===== config.mk =====
export PLATFORM = sky130hd
export DESIGN_NAME = mitc_ctrl
export DESIGN_NICKNAME = d
export VERILOG_FILES = /design/src/shared/mitc_pkg.sv /design/src/rtl/mitc_ctrl.sv
export SDC_FILE = /design/constraint.sdc
export NUM_CORES = 1
export LEC_CHECK = 0
export BUFFER_PORTS_ARGS = -buffer_cell sky130_fd_sc_hd__buf_2
export CAP_MARGIN = 20
export CORE_UTILIZATION = 59
export DETAILED_ROUTE_END_ITERATION = 10
export PLACE_DENSITY_LB_ADDON = 0.25
export SLEW_MARGIN = 5
export SYNTH_ARGS = -nofsm -noshare
export SYNTH_HDL_FRONTEND = slang
export SYNTH_SLANG_ARGS = --single-unit

===== constraint.sdc =====
create_clock -name core_clk -period 3 [get_ports core_clk]
set_input_delay 0.3 -clock core_clk [delete_from_list [all_inputs] [get_ports core_clk]]
set_output_delay 0.3 -clock core_clk [all_outputs]
set_load 0.01 [all_outputs]

===== src/shared/mitc_pkg.sv =====
// constants, field layout and carrier types of the interrupt and time-base
// controller; assumes a byte-addressed 32-bit register bus.
package mitc_pkg;
    // ********************************************************************
    // register byte offsets
    // ********************************************************************
    localparam logic [7:0] OFF_GLOBAL  = 8'h00;
    localparam logic [7:0] OFF_FLAGS   = 8'h04;
    localparam logic [7:0] OFF_ENABLES = 8'h08;
    localparam logic [7:0] OFF_EDGE    = 8'h0c;
    localparam logic [7:0] OFF_PINCFG  = 8'h10;
    localparam logic [7:0] OFF_PSC     = 8'h14;
    localparam logic [7:0] OFF_TICK0   = 8'h18;
    localparam logic [7:0] OFF_TICK1   = 8'h1c;
    // ********************************************************************
    // source positions in the flag and enable registers
    // ********************************************************************
    localparam int NUM_SRC   = 8;
    localparam int NUM_EXT   = 4;
    localparam int NUM_TICK  = 2;
    localparam int SRC_CONV  = 4;
    localparam int SRC_OVP   = 5;
    localparam int SRC_TICK0 = 6;
    // pin configuration: function select low nibble, input direction high
    localparam int PINCFG_DIR = 4;
    // tick control: on bit and period field
    localparam int TICK_ON    = 7;
    localparam int TICK_PER_W = 3;
    // ********************************************************************
    // codes, reset values and timing
    // ********************************************************************
    localparam logic [1:0] EDGE_OFF     = 2'h0;
    localparam logic [1:0] EDGE_RISE    = 2'h1;
    localparam logic [1:0] EDGE_FALL    = 2'h2;
    localparam logic [1:0] EDGE_BOTH    = 2'h3;
    localparam logic [1:0] PSC_SYS      = 2'h0;
    localparam logic [1:0] PSC_SYS_DIV4 = 2'h1;
    localparam logic [1:0] DIV4_LAST    = 2'h3;
    localparam logic [3:0] TICK_MIN_EXP = 4'h8;
    localparam int         PSC_CNT_W    = 15;
    localparam logic [7:0] REG_RESET    = 8'h00;
    localparam logic [11:0] VEC_BASE    = 12'h004;
    localparam logic [11:0] VEC_STEP    = 12'h004;
    // ********************************************************************
    // carriers
    // ********************************************************************
    typedef struct packed {
        logic        take;
        logic [11:0] vector;
        logic        pop;
    } mitc_core_out_t;
    typedef struct packed {
        logic                 gie;
        logic [NUM_SRC-1:0]   flags;
        logic [NUM_SRC-1:0]   en;
        logic [7:0]           edge_sel;
        logic [7:0]           pin_cfg;
        logic [1:0]           psc_sel;
        logic [NUM_TICK-1:0]  tick_on;
        logic [NUM_TICK-1:0][TICK_PER_W-1:0] tick_per;
        logic [NUM_EXT-1:0]   pin_prev;
        logic                 sub_prev;
        logic [1:0]           div4;
        logic [PSC_CNT_W-1:0] psc_cnt;
        logic                 ack;
        logic [31:0]          rdata;
        mitc_core_out_t       core;
        logic [2:0]           idx;
    } mitc_state_t;
endpackage


===== src/rtl/mitc_ctrl.sv =====
// interrupt request, acceptance and time-base logic of the controller.
// assumes the core samples the take pulse at an instruction boundary,
// pushes its next address and jumps to the vector given with it.
//
// Design decisions made here: the placing of the registers and the Avalon-MM interface to the registers.
`timescale 1ns/100ps
`default_nettype none
module mitc_ctrl
    import mitc_pkg::*;
(
    // clock, reset, freeze
    input  wire logic                 core_clk,
    input  wire logic                 resetn,
    input  wire logic                 ce,
    // register bus
    input  wire logic [7:0]           address,
    input  wire logic                 read,
    input  wire logic                 write,
    input  wire logic [31:0]          writedata,
    input  wire logic [3:0]           byteenable,
    output logic [31:0]               readdata,
    output logic                      waitrequest,
    // event sources
    input  wire logic [NUM_EXT-1:0]   ext_irq_pins,
    input  wire logic                 conv_done,
    input  wire logic                 overvolt_protect,
    input  wire logic                 sub_clock,
    // core side
    input  wire logic                 core_ready,
    input  wire logic                 stack_full,
    input  wire logic                 return_from_irq_instr,
    output mitc_core_out_t            core_out,
    output logic                      wake
);
    // ********************************************************************
    // state
    // ********************************************************************
    mitc_state_t s;
    mitc_state_t next_s;

    logic [NUM_EXT-1:0]  ext_edge;
    logic [NUM_TICK-1:0] tick_ovf;
    logic [NUM_SRC-1:0]  events;
    logic [NUM_SRC-1:0]  cand;
    logic                psc_tick;
    logic                wr_go;
    logic                accept;
    logic [2:0]          pick;
    logic [31:0]         rd_mux;

    // bus answers after one wait cycle
    assign waitrequest = !s.ack;
    assign readdata    = s.rdata;
    assign wr_go       = write && s.ack && byteenable[0];
    // take is shown once per enabled cycle only
    assign core_out.take   = s.core.take && ce;
    assign core_out.vector = s.core.vector;
    assign core_out.pop    = s.core.pop && ce;
    // any set flag wakes the device, enabled or not
    assign wake = |s.flags;

    // ********************************************************************
    // external pin edge detectors
    // ********************************************************************
    // pull-high control sits in the port logic and is not touched here
    genvar gi;
    generate
        for (gi = 0; gi < NUM_EXT; gi++) begin : g_ext
            logic [1:0] sel;
            logic       armed;
            logic       rise;
            logic       fall;
            assign sel   = s.edge_sel[2*gi +: 2];
            // pin acts only when enabled, selected and set as input
            assign armed = s.en[gi] && s.pin_cfg[gi]
                           && s.pin_cfg[PINCFG_DIR + gi];
            assign rise  = ext_irq_pins[gi] && !s.pin_prev[gi];
            assign fall  = !ext_irq_pins[gi] && s.pin_prev[gi];
            // edge select, off setting never triggers
            assign ext_edge[gi] = armed
                && (((sel == EDGE_RISE) && rise)
                 || ((sel == EDGE_FALL) && fall)
                 || ((sel == EDGE_BOTH) && (rise || fall)));
        end
    endgenerate

    // ********************************************************************
    // time-base units
    // ********************************************************************
    // prescaler clock from system, system/4 or sub-clock rising edges
    always_comb begin
        case (s.psc_sel)
            PSC_SYS:      psc_tick = 1'b1;
            PSC_SYS_DIV4: psc_tick = (s.div4 == DIV4_LAST);
            default:      psc_tick = sub_clock && !s.sub_prev;
        endcase
    end

    generate
        for (gi = 0; gi < NUM_TICK; gi++) begin : g_tick
            logic [PSC_CNT_W-1:0] mask;
            // low 8+period bits of the shared count all ones = overflow
            assign mask = ~({PSC_CNT_W{1'b1}}
                          << (TICK_MIN_EXP + {1'b0, s.tick_per[gi]}));
            assign tick_ovf[gi] = s.tick_on[gi] && psc_tick
                && ((s.psc_cnt & mask) == mask);
        end
    endgenerate

    // ********************************************************************
    // event collection and priority pick
    // ********************************************************************
    assign events = {tick_ovf, overvolt_protect, conv_done, ext_edge};
    // only enabled flags compete, disabled ones just wait
    assign cand   = s.flags & s.en;
    // global enable, stack room and a core boundary are all needed
    assign accept = s.gie && !stack_full && core_ready
                    && (|cand);

    // lowest index wins, which is also the lowest vector
    always_comb begin
        pick = 3'h0;
        for (int i = NUM_SRC - 1; i >= 0; i--) begin
            if (cand[i]) begin
                pick = 3'(i);
            end
        end
    end

    // ********************************************************************
    // register read mux
    // ********************************************************************
    always_comb begin
        rd_mux = 32'h00000000;
        case (address)
            OFF_GLOBAL:  rd_mux[0]   = s.gie;
            OFF_FLAGS:   rd_mux[7:0] = s.flags;
            OFF_ENABLES: rd_mux[7:0] = s.en;
            OFF_EDGE:    rd_mux[7:0] = s.edge_sel;
            OFF_PINCFG:  rd_mux[7:0] = s.pin_cfg;
            // upper bits stay zero
            OFF_PSC:     rd_mux[1:0] = s.psc_sel;
            OFF_TICK0: begin
                rd_mux[TICK_ON]          = s.tick_on[0];
                rd_mux[TICK_PER_W-1:0]   = s.tick_per[0];
            end
            OFF_TICK1: begin
                rd_mux[TICK_ON]          = s.tick_on[1];
                rd_mux[TICK_PER_W-1:0]   = s.tick_per[1];
            end
            default:     rd_mux = 32'h00000000;
        endcase
    end

    // ********************************************************************
    // next state
    // ********************************************************************
    always_comb begin
        next_s = s;
        next_s.pin_prev  = ext_irq_pins;
        next_s.sub_prev  = sub_clock;
        next_s.div4      = s.div4 + 2'h1;
        next_s.core.take = 1'b0;
        next_s.core.pop  = 1'b0;
        if (psc_tick) begin
            next_s.psc_cnt = s.psc_cnt + 1'b1;
        end
        // bus handshake: one wait cycle, data captured on the way in
        if ((read || write) && !s.ack) begin
            next_s.ack   = 1'b1;
            next_s.rdata = rd_mux;
        end else begin
            next_s.ack   = 1'b0;
        end
        // register writes take effect when waitrequest is low and byteenable[0] is set
        if (wr_go) begin
            case (address)
                OFF_GLOBAL:  next_s.gie      = writedata[0];
                OFF_FLAGS:   next_s.flags    = writedata[7:0];
                OFF_ENABLES: next_s.en       = writedata[7:0];
                OFF_EDGE:    next_s.edge_sel = writedata[7:0];
                OFF_PINCFG:  next_s.pin_cfg  = writedata[7:0];
                OFF_PSC:     next_s.psc_sel  = writedata[1:0];
                OFF_TICK0: begin
                    next_s.tick_on[0]  = writedata[TICK_ON];
                    next_s.tick_per[0] = writedata[TICK_PER_W-1:0];
                end
                OFF_TICK1: begin
                    next_s.tick_on[1]  = writedata[TICK_ON];
                    next_s.tick_per[1] = writedata[TICK_PER_W-1:0];
                end
                default: ;
            endcase
        end
        // acceptance: vector, serviced flag and global enable together
        if (accept) begin
            next_s.core.take   = 1'b1;
            next_s.core.vector = VEC_BASE + 12'(pick) * VEC_STEP;
            next_s.idx         = pick;
            next_s.gie         = 1'b0;
            next_s.flags[pick] = 1'b0;
        end
        // return instruction pops the saved address
        if (return_from_irq_instr) begin
            next_s.core.pop = 1'b1;
        end
        // events set flags whatever the enables, pin edges only when enabled; set beats any clear
        next_s.flags = next_s.flags | events;
    end

    // ********************************************************************
    // state register
    // ********************************************************************
    always_ff @(posedge core_clk) begin
        if (!resetn) begin
            s <= '0;
        end else if (ce) begin
            s <= next_s;
        end
    end
endmodule
`default_nettype wire


# After elaboration in Yosys (flattened, before gate mapping)
# Cells that the tools add are included.
dict set report totals {
  reg_bits 88
  inputBits 59
  out_inout_bits 48
  elab_cells 176
}
dict set report op_classes {
  add_sub_neg 5
  n_lt_le_gt_ge 2
  n_eq_ne 23
  shift 2
  muxes 31
  bitwise_logic 8
  n_reduce_logical 86
}
# op n
set op_table {}
lappend op_table {{logical AND 1 bit} 46}
lappend op_table {{two-way mux 43 bit} 1}
lappend op_table {{== test 8 x 5 -> 1 bit, second input constant} 4}
lappend op_table {{two-way mux 8 bit} 4}
lappend op_table {{AND 15 bit} 2}
lappend op_table {{== test 15 bit} 2}
lappend op_table {{two-way mux 3 bit} 10}
lappend op_table {{inverter 15 bit} 2}
lappend op_table {{left shift 15 x 4 -> 15 bit, first input constant} 2}
lappend op_table {{AND reduction 3 bit} 7}
lappend op_table {{== test 2 bit, second input constant} 9}
lappend op_table {{AND 8 bit} 2}
lappend op_table {{== test 8 x 4 -> 1 bit, second input constant} 2}
lappend op_table {{case mux 4 bit (4 select lines)} 1}
lappend op_table {{OR reduction 8 bit} 2}
lappend op_table {{adder 15 x 1 -> 15 bit, second input constant} 1}
lappend op_table {{logical OR 1 bit} 13}
lappend op_table {{two-way mux 13 bit} 1}
lappend op_table {{case mux 1 bit (6 select lines)} 2}
lappend op_table {{zero test 1 bit} 11}
lappend op_table {{== test 2 x 1 -> 1 bit, second input constant} 5}
lappend op_table {{two-way mux 9 bit} 1}
lappend op_table {{adder 4 x 3 -> 4 bit, first input constant} 2}
lappend op_table {{== test 8 x 3 -> 1 bit, second input constant} 1}
lappend op_table {{16 further kinds} 24}

# Depth between registers and ports, before layout
dict set report depth {
  depth_word 17
  depth_mapped 8
  ltp_nobuf 8
}

# Worst setup path before layout
# No wires, ideal clock.
dict set report synth_timing {
  path_type {reg-to-reg}
  startpoint {register s[65] (netlist name)}
  endpoint {register s[61] (netlist name)}
  setup_time_ps 115
  t_arrival_ps 1589
  t_required_ps 2885
  path_slack_ps 1296
  path_stages_with_launch 7
  n_path_buf 0
  period_less_slack_ps 1704
  cell_sequence {dfxtp_1 -> ha_1 -> or3b_2 -> o2111ai_1 -> nor4_1 -> xor2_1 -> and2_1}
}
dict set report synth_between {
  elab_chain_len 3
}
# item line
set synth_rtl {}
lappend synth_rtl {{start: declaration} mitc_ctrl.sv:38} ;# mitc_state_t s;
lappend synth_rtl {{start signal: assignment} mitc_ctrl.sv:218} ;# s <= next_s;
lappend synth_rtl {{== test 2 bit} mitc_ctrl.sv:94} ;# PSC_SYS_DIV4: psc_tick = (s.div4 == DIV4_LAST);
lappend synth_rtl {{case mux 1 bit (2 select lines)} mitc_ctrl.sv:92} ;# case (s.psc_sel)
lappend synth_rtl {{AND reduction 2 bit (no source line)} --}
# Every way passes these cells.
# A chain may end at the register's enable or synchronous reset.

# Worst setup path after layout
dict set report layout_timing {
  startpoint {register s[112] (netlist name)}
  endpoint {register s, in the netlist core_out[5]}
}
dict set report layout_between {
  elab_chain_len 9
  word_cells_on_any_way 12
  cone_classes {add/sub (1); mux (7); bitwise (1); reduce/logical (3)}
}
# item line
set layout_rtl {}
lappend layout_rtl {{AND 8 bit (*)} mitc_ctrl.sv:115} ;# assign cand = s.flags & s.en;
lappend layout_rtl {{two-way mux 3 bit (7 in series)} mitc_ctrl.sv:124} ;# if (cand[i]) begin
lappend layout_rtl {{adder 3 x 5 -> 6 bit} mitc_ctrl.sv:198} ;# next_s.core.vector = VEC_BASE + 12'(pick) * VEC_STEP;
# Mark *: on every way between the ends. The rest lies on a longest branch, timed or not.

==> summary.txt <==
Routing
  – Final WL: 10,890 microns
  – Iter 0 DRT Violations: 410
  – Remaining routing DRC violations: 0
  – Post-DR wirelength/cell: 15.95 microns
  – Via count: 4,035
  – Routed Antenna Nets: 0
  – Detailed Routing Iterations Pass 1: 6
  – Post-detailed-route via-to-cell ratio: 5.908

Floorplan
  – Row cnt: 32
  – Die H: 91.59 microns
  – Starting density of the core: 0.6129
  – Width of the die: 91.59 microns
  – IO Pins: 107
  – Die Footprint: 8389 sq um
  – Core ar.: 7727 sq um

Setup path
  – Worst reg2reg startpoint: s[112]$_SDFFE_PN0P_
  – Kind of critical path: flop to flop
  – Critical path launch point: s[112]$_SDFFE_PN0P_
  – Worst setup EP type: flop
  – Setup crit end: core_out[5]$_SDFFE_PN0P_
  – CP required: 3250 ps
  – Crit path launch type: flop
  – CP Data Arrival Time: 2170 ps
  – FF-to-FF setup slack: 1070 ps
  – CP Max Fanout: 9
  – R2r endpoint: core_out[5]$_SDFFE_PN0P_
  – Reg2Reg Depth: 8

STA
  – Fin crit period: 1927 ps
  – Hold Violations, Final: 0
  – Slew Limit Fails: 0
  – RSZ-0062 raised after global routing: no
  – Final setup viols: 0
  – Worst slew margin: 0.5429
  – Setup TNS Final: 0 ps
  – Crit share post-route: 0.6422
  – Worst setup margin: 1073 ps
  – Worst Skew: 8.335 ps
  – Fmax: 0.5191 GHz
  – Least-Margin Pin Slew: 685.7 ps

Synth
  – Synth area leaders: dfxtp_1 (34%), buf_4 (7.5%), mux2i_1 (4.9%)
  – Top-count cell post-synth: dfxtp_1
  – Yosys warns: 0
  – Post-synth top area cell: dfxtp_1
  – Yosys top cell area share: 0.3382
  – EDFF count, synth: 0
  – Synth top cells by count: dfxtp_1 (80), nand2_1 (53), buf_4 (47)
  – Gate Count Post-Synth: 554
  – Cell variety after synth: 61
  – Top_reg_cell synth: dfxtp_1
  – Mapped Avg Cell Area: 8.548 sq um
  – Largest family of logic cells by synthesized area: simple AND/OR/NAND/NOR gates
  – Simple-Gate Fraction of Synth Area: 0.2264
  – Synthesized area: 4736 sq um
  – Mux cell area share after synthesis: 0.06050
  – Async set-or-reset flop fraction in the synthesized netlist: 0
  – Post-synthesis adder-cell area fraction: 0.02906
  – Compound-Gate Fraction of Synth Area: 0.2018
  – Yosys reg bits: 80
  – Xor-xnor portion of the synthesized cell area: 0.02774
  – Post-synthesis sequential area ratio: 0.3382

Clocking
  – CTS tree: done
  – Root buffer cell: clkbuf_8
  – Postcts setup bufs: 0
  – Cts hold-fix bufs: 0
  – CTS Buf Count: 9
  – Insertion delay to the later sink of the worst-skew pair: 350 ps
  – Clk slew on worst S/H paths: 90 ps
  – CTS Buffer Depth: 2
  – PostCTS Resize Cnt: 0
  – Clk sink count: 80
  – H-tree depth: 3

Placement
  – Post-DP HPWL: 7892 microns
  – Setup WS pre-CTS: 809.7 ps
  – Port Buf Inserts: 47
  – Final GP Congestion: 0.8829

Finish
  – Diodes inserted: 0
  – Share of layout cells above drive strength 1: 0.1463
  – Synthesis-to-layout area growth: 6.103%
  – Fin nets: 646

GRT
  – First-pass GRT wire length: 18,320 microns
  – Met3 Use GR: 0.05444
  – Global Route Usage Sum: 0.2740
  – Initial antenna violation count: 0
  – Largest net degree at the start of global routing: 43
  – Vias in the first global route: 3,700
  – Global Route met1 Usage: 0.3728
  – M2 GR Usage: 0.4292
  – Grt total ovfl: 0
  – Busiest grt layer: met2

Pwr
  – Power Total: 0.002218 W
  – Leak Pwr: 2.016 nW
  – VDD IR max: 0.0002980 V
  – PwrDens: 441.5 nW/um^2

Flow run
  – Max_cap viols: 0

Outcome
  – Outcome: completed

Min path
  – Min-delay worst type: input port to flop
  – Hold depth: 3
## logic make-up (layout without fill, tap and decap cells)
family | Yosys count | after routing
fa+ha+maj | 11 | 11
buf+inv | 94 | 90
flops | 80 | 80
simple gates | 193 | 193
other cells | 1 | 32
mux | 28 | 28
xor+xnor | 15 | 15
compound gates | 132 | 132
## worst min-delay path by stage
stage	from	end	slack (ps)
after detailed placement	core_out[6]$_SDFFE_PN0P_	core_out[6]$_SDFFE_PN0P_	460
final	overvolt_protect	s[111]$_SDFFE_PN0P_	200
after CTS	overvolt_protect	s[111]$_SDFFE_PN0P_	190
after global placement	core_out[6]$_SDFFE_PN0P_	core_out[6]$_SDFFE_PN0P_	450
after floorplan	core_out[6]$_SDFFE_PN0P_	core_out[6]$_SDFFE_PN0P_	440
after global routing	conv_done	s[110]$_SDFFE_PN0P_	190
## metrics by stage
stage | std cells | utilization | hold WS [ps] | cell area, sq um
2_1_floorplan | 585 | - | 441.3 | 4852
6_report | 683 | 0.6503 | 200.1 | 5025
3_3_place_gp | 667 | 0.6206 | 451.5 | 4796
3_5_place_dp | 667 | 0.6206 | 458.6 | 4796
5_1_grt | 683 | 0.6503 | 193.7 | 5025
4_1_cts | 683 | 0.6503 | 185.4 | 5025
## flip-flops by register name, summed over array words and instances, names as in the netlist
register   cells
readdata       8
core_out       4
s             60
g_ext.sel      8
## layout by cell type (no fill, tap or decap), types with 4 or more instances in the layout
cell / netlist / final
conb_1: 1 / 32
a221o_1: 5 / 5
ha_1: 11 / 11
a21boi_1: 13 / 13
xor2_1: 8 / 8
mux2i_1: 23 / 23
nand2_1: 53 / 53
a22o_1: 4 / 4
nor2_1: 10 / 10
nand3_1: 37 / 37
a31oi_1: 9 / 9
o211ai_1: 5 / 5
a22oi_1: 8 / 8
o2111ai_1: 4 / 4
clkbuf_8: 0 / 10
dfxtp_1: 80 / 80
nor2b_1: 23 / 23
nand4_1: 8 / 8
a222oi_1: 4 / 4
a21boi_0: 21 / 21
nor4_1: 4 / 4
and2_1: 23 / 23
buf_4: 47 / 7
buf_2: 8 / 47
xnor2_1: 7 / 7
nor3_1: 8 / 8
inv_1: 20 / 20
a21oi_1: 8 / 8
o21ai_0: 28 / 28
## report_power, final
part	total, W	switching [W]	internal [W]
Clock	0.000913	0.000417	0.000496
Sequential	0.00111	0.0000248	0.00108
Combinational	0.000197	0.000121	0.0000762
Total	0.00222	0.000563	0.00166
## worst max-delay path, cell delays in order (launching register included)
cell     delay (ps)
dfxtp_1         480
nand2_1          80
a32o_1          270
a21oi_2         360
inv_1            80
ha_1            200
xor2_1          160
mux2i_1         130
nor2b_1          60
## final cells by class
| type | instances | area, sq um |
|---|---|---|
| Timing Repair Buffer | 54 | 287.8 |
| Fill cell | 644 | 2703 |
| Tap cell | 102 | 127.6 |
| Clock inverter | 6 | 91.34 |
| Multi-Input combinational cell | 411 | 2704 |
| Sequential cell | 80 | 1602 |
| Inverter | 20 | 75.07 |
| Clock buffer | 10 | 137.6 |
## layer usage
metal,wire (microns),part of all wire,vias up
li1,-,-,1951
met1,4825,0.44,1874
met2,5057,0.46,185
met3,764,0.070,25
met4,245,0.022,0
met5,0,0,-
No activity file was read; power rests on OpenSTA's default activity.
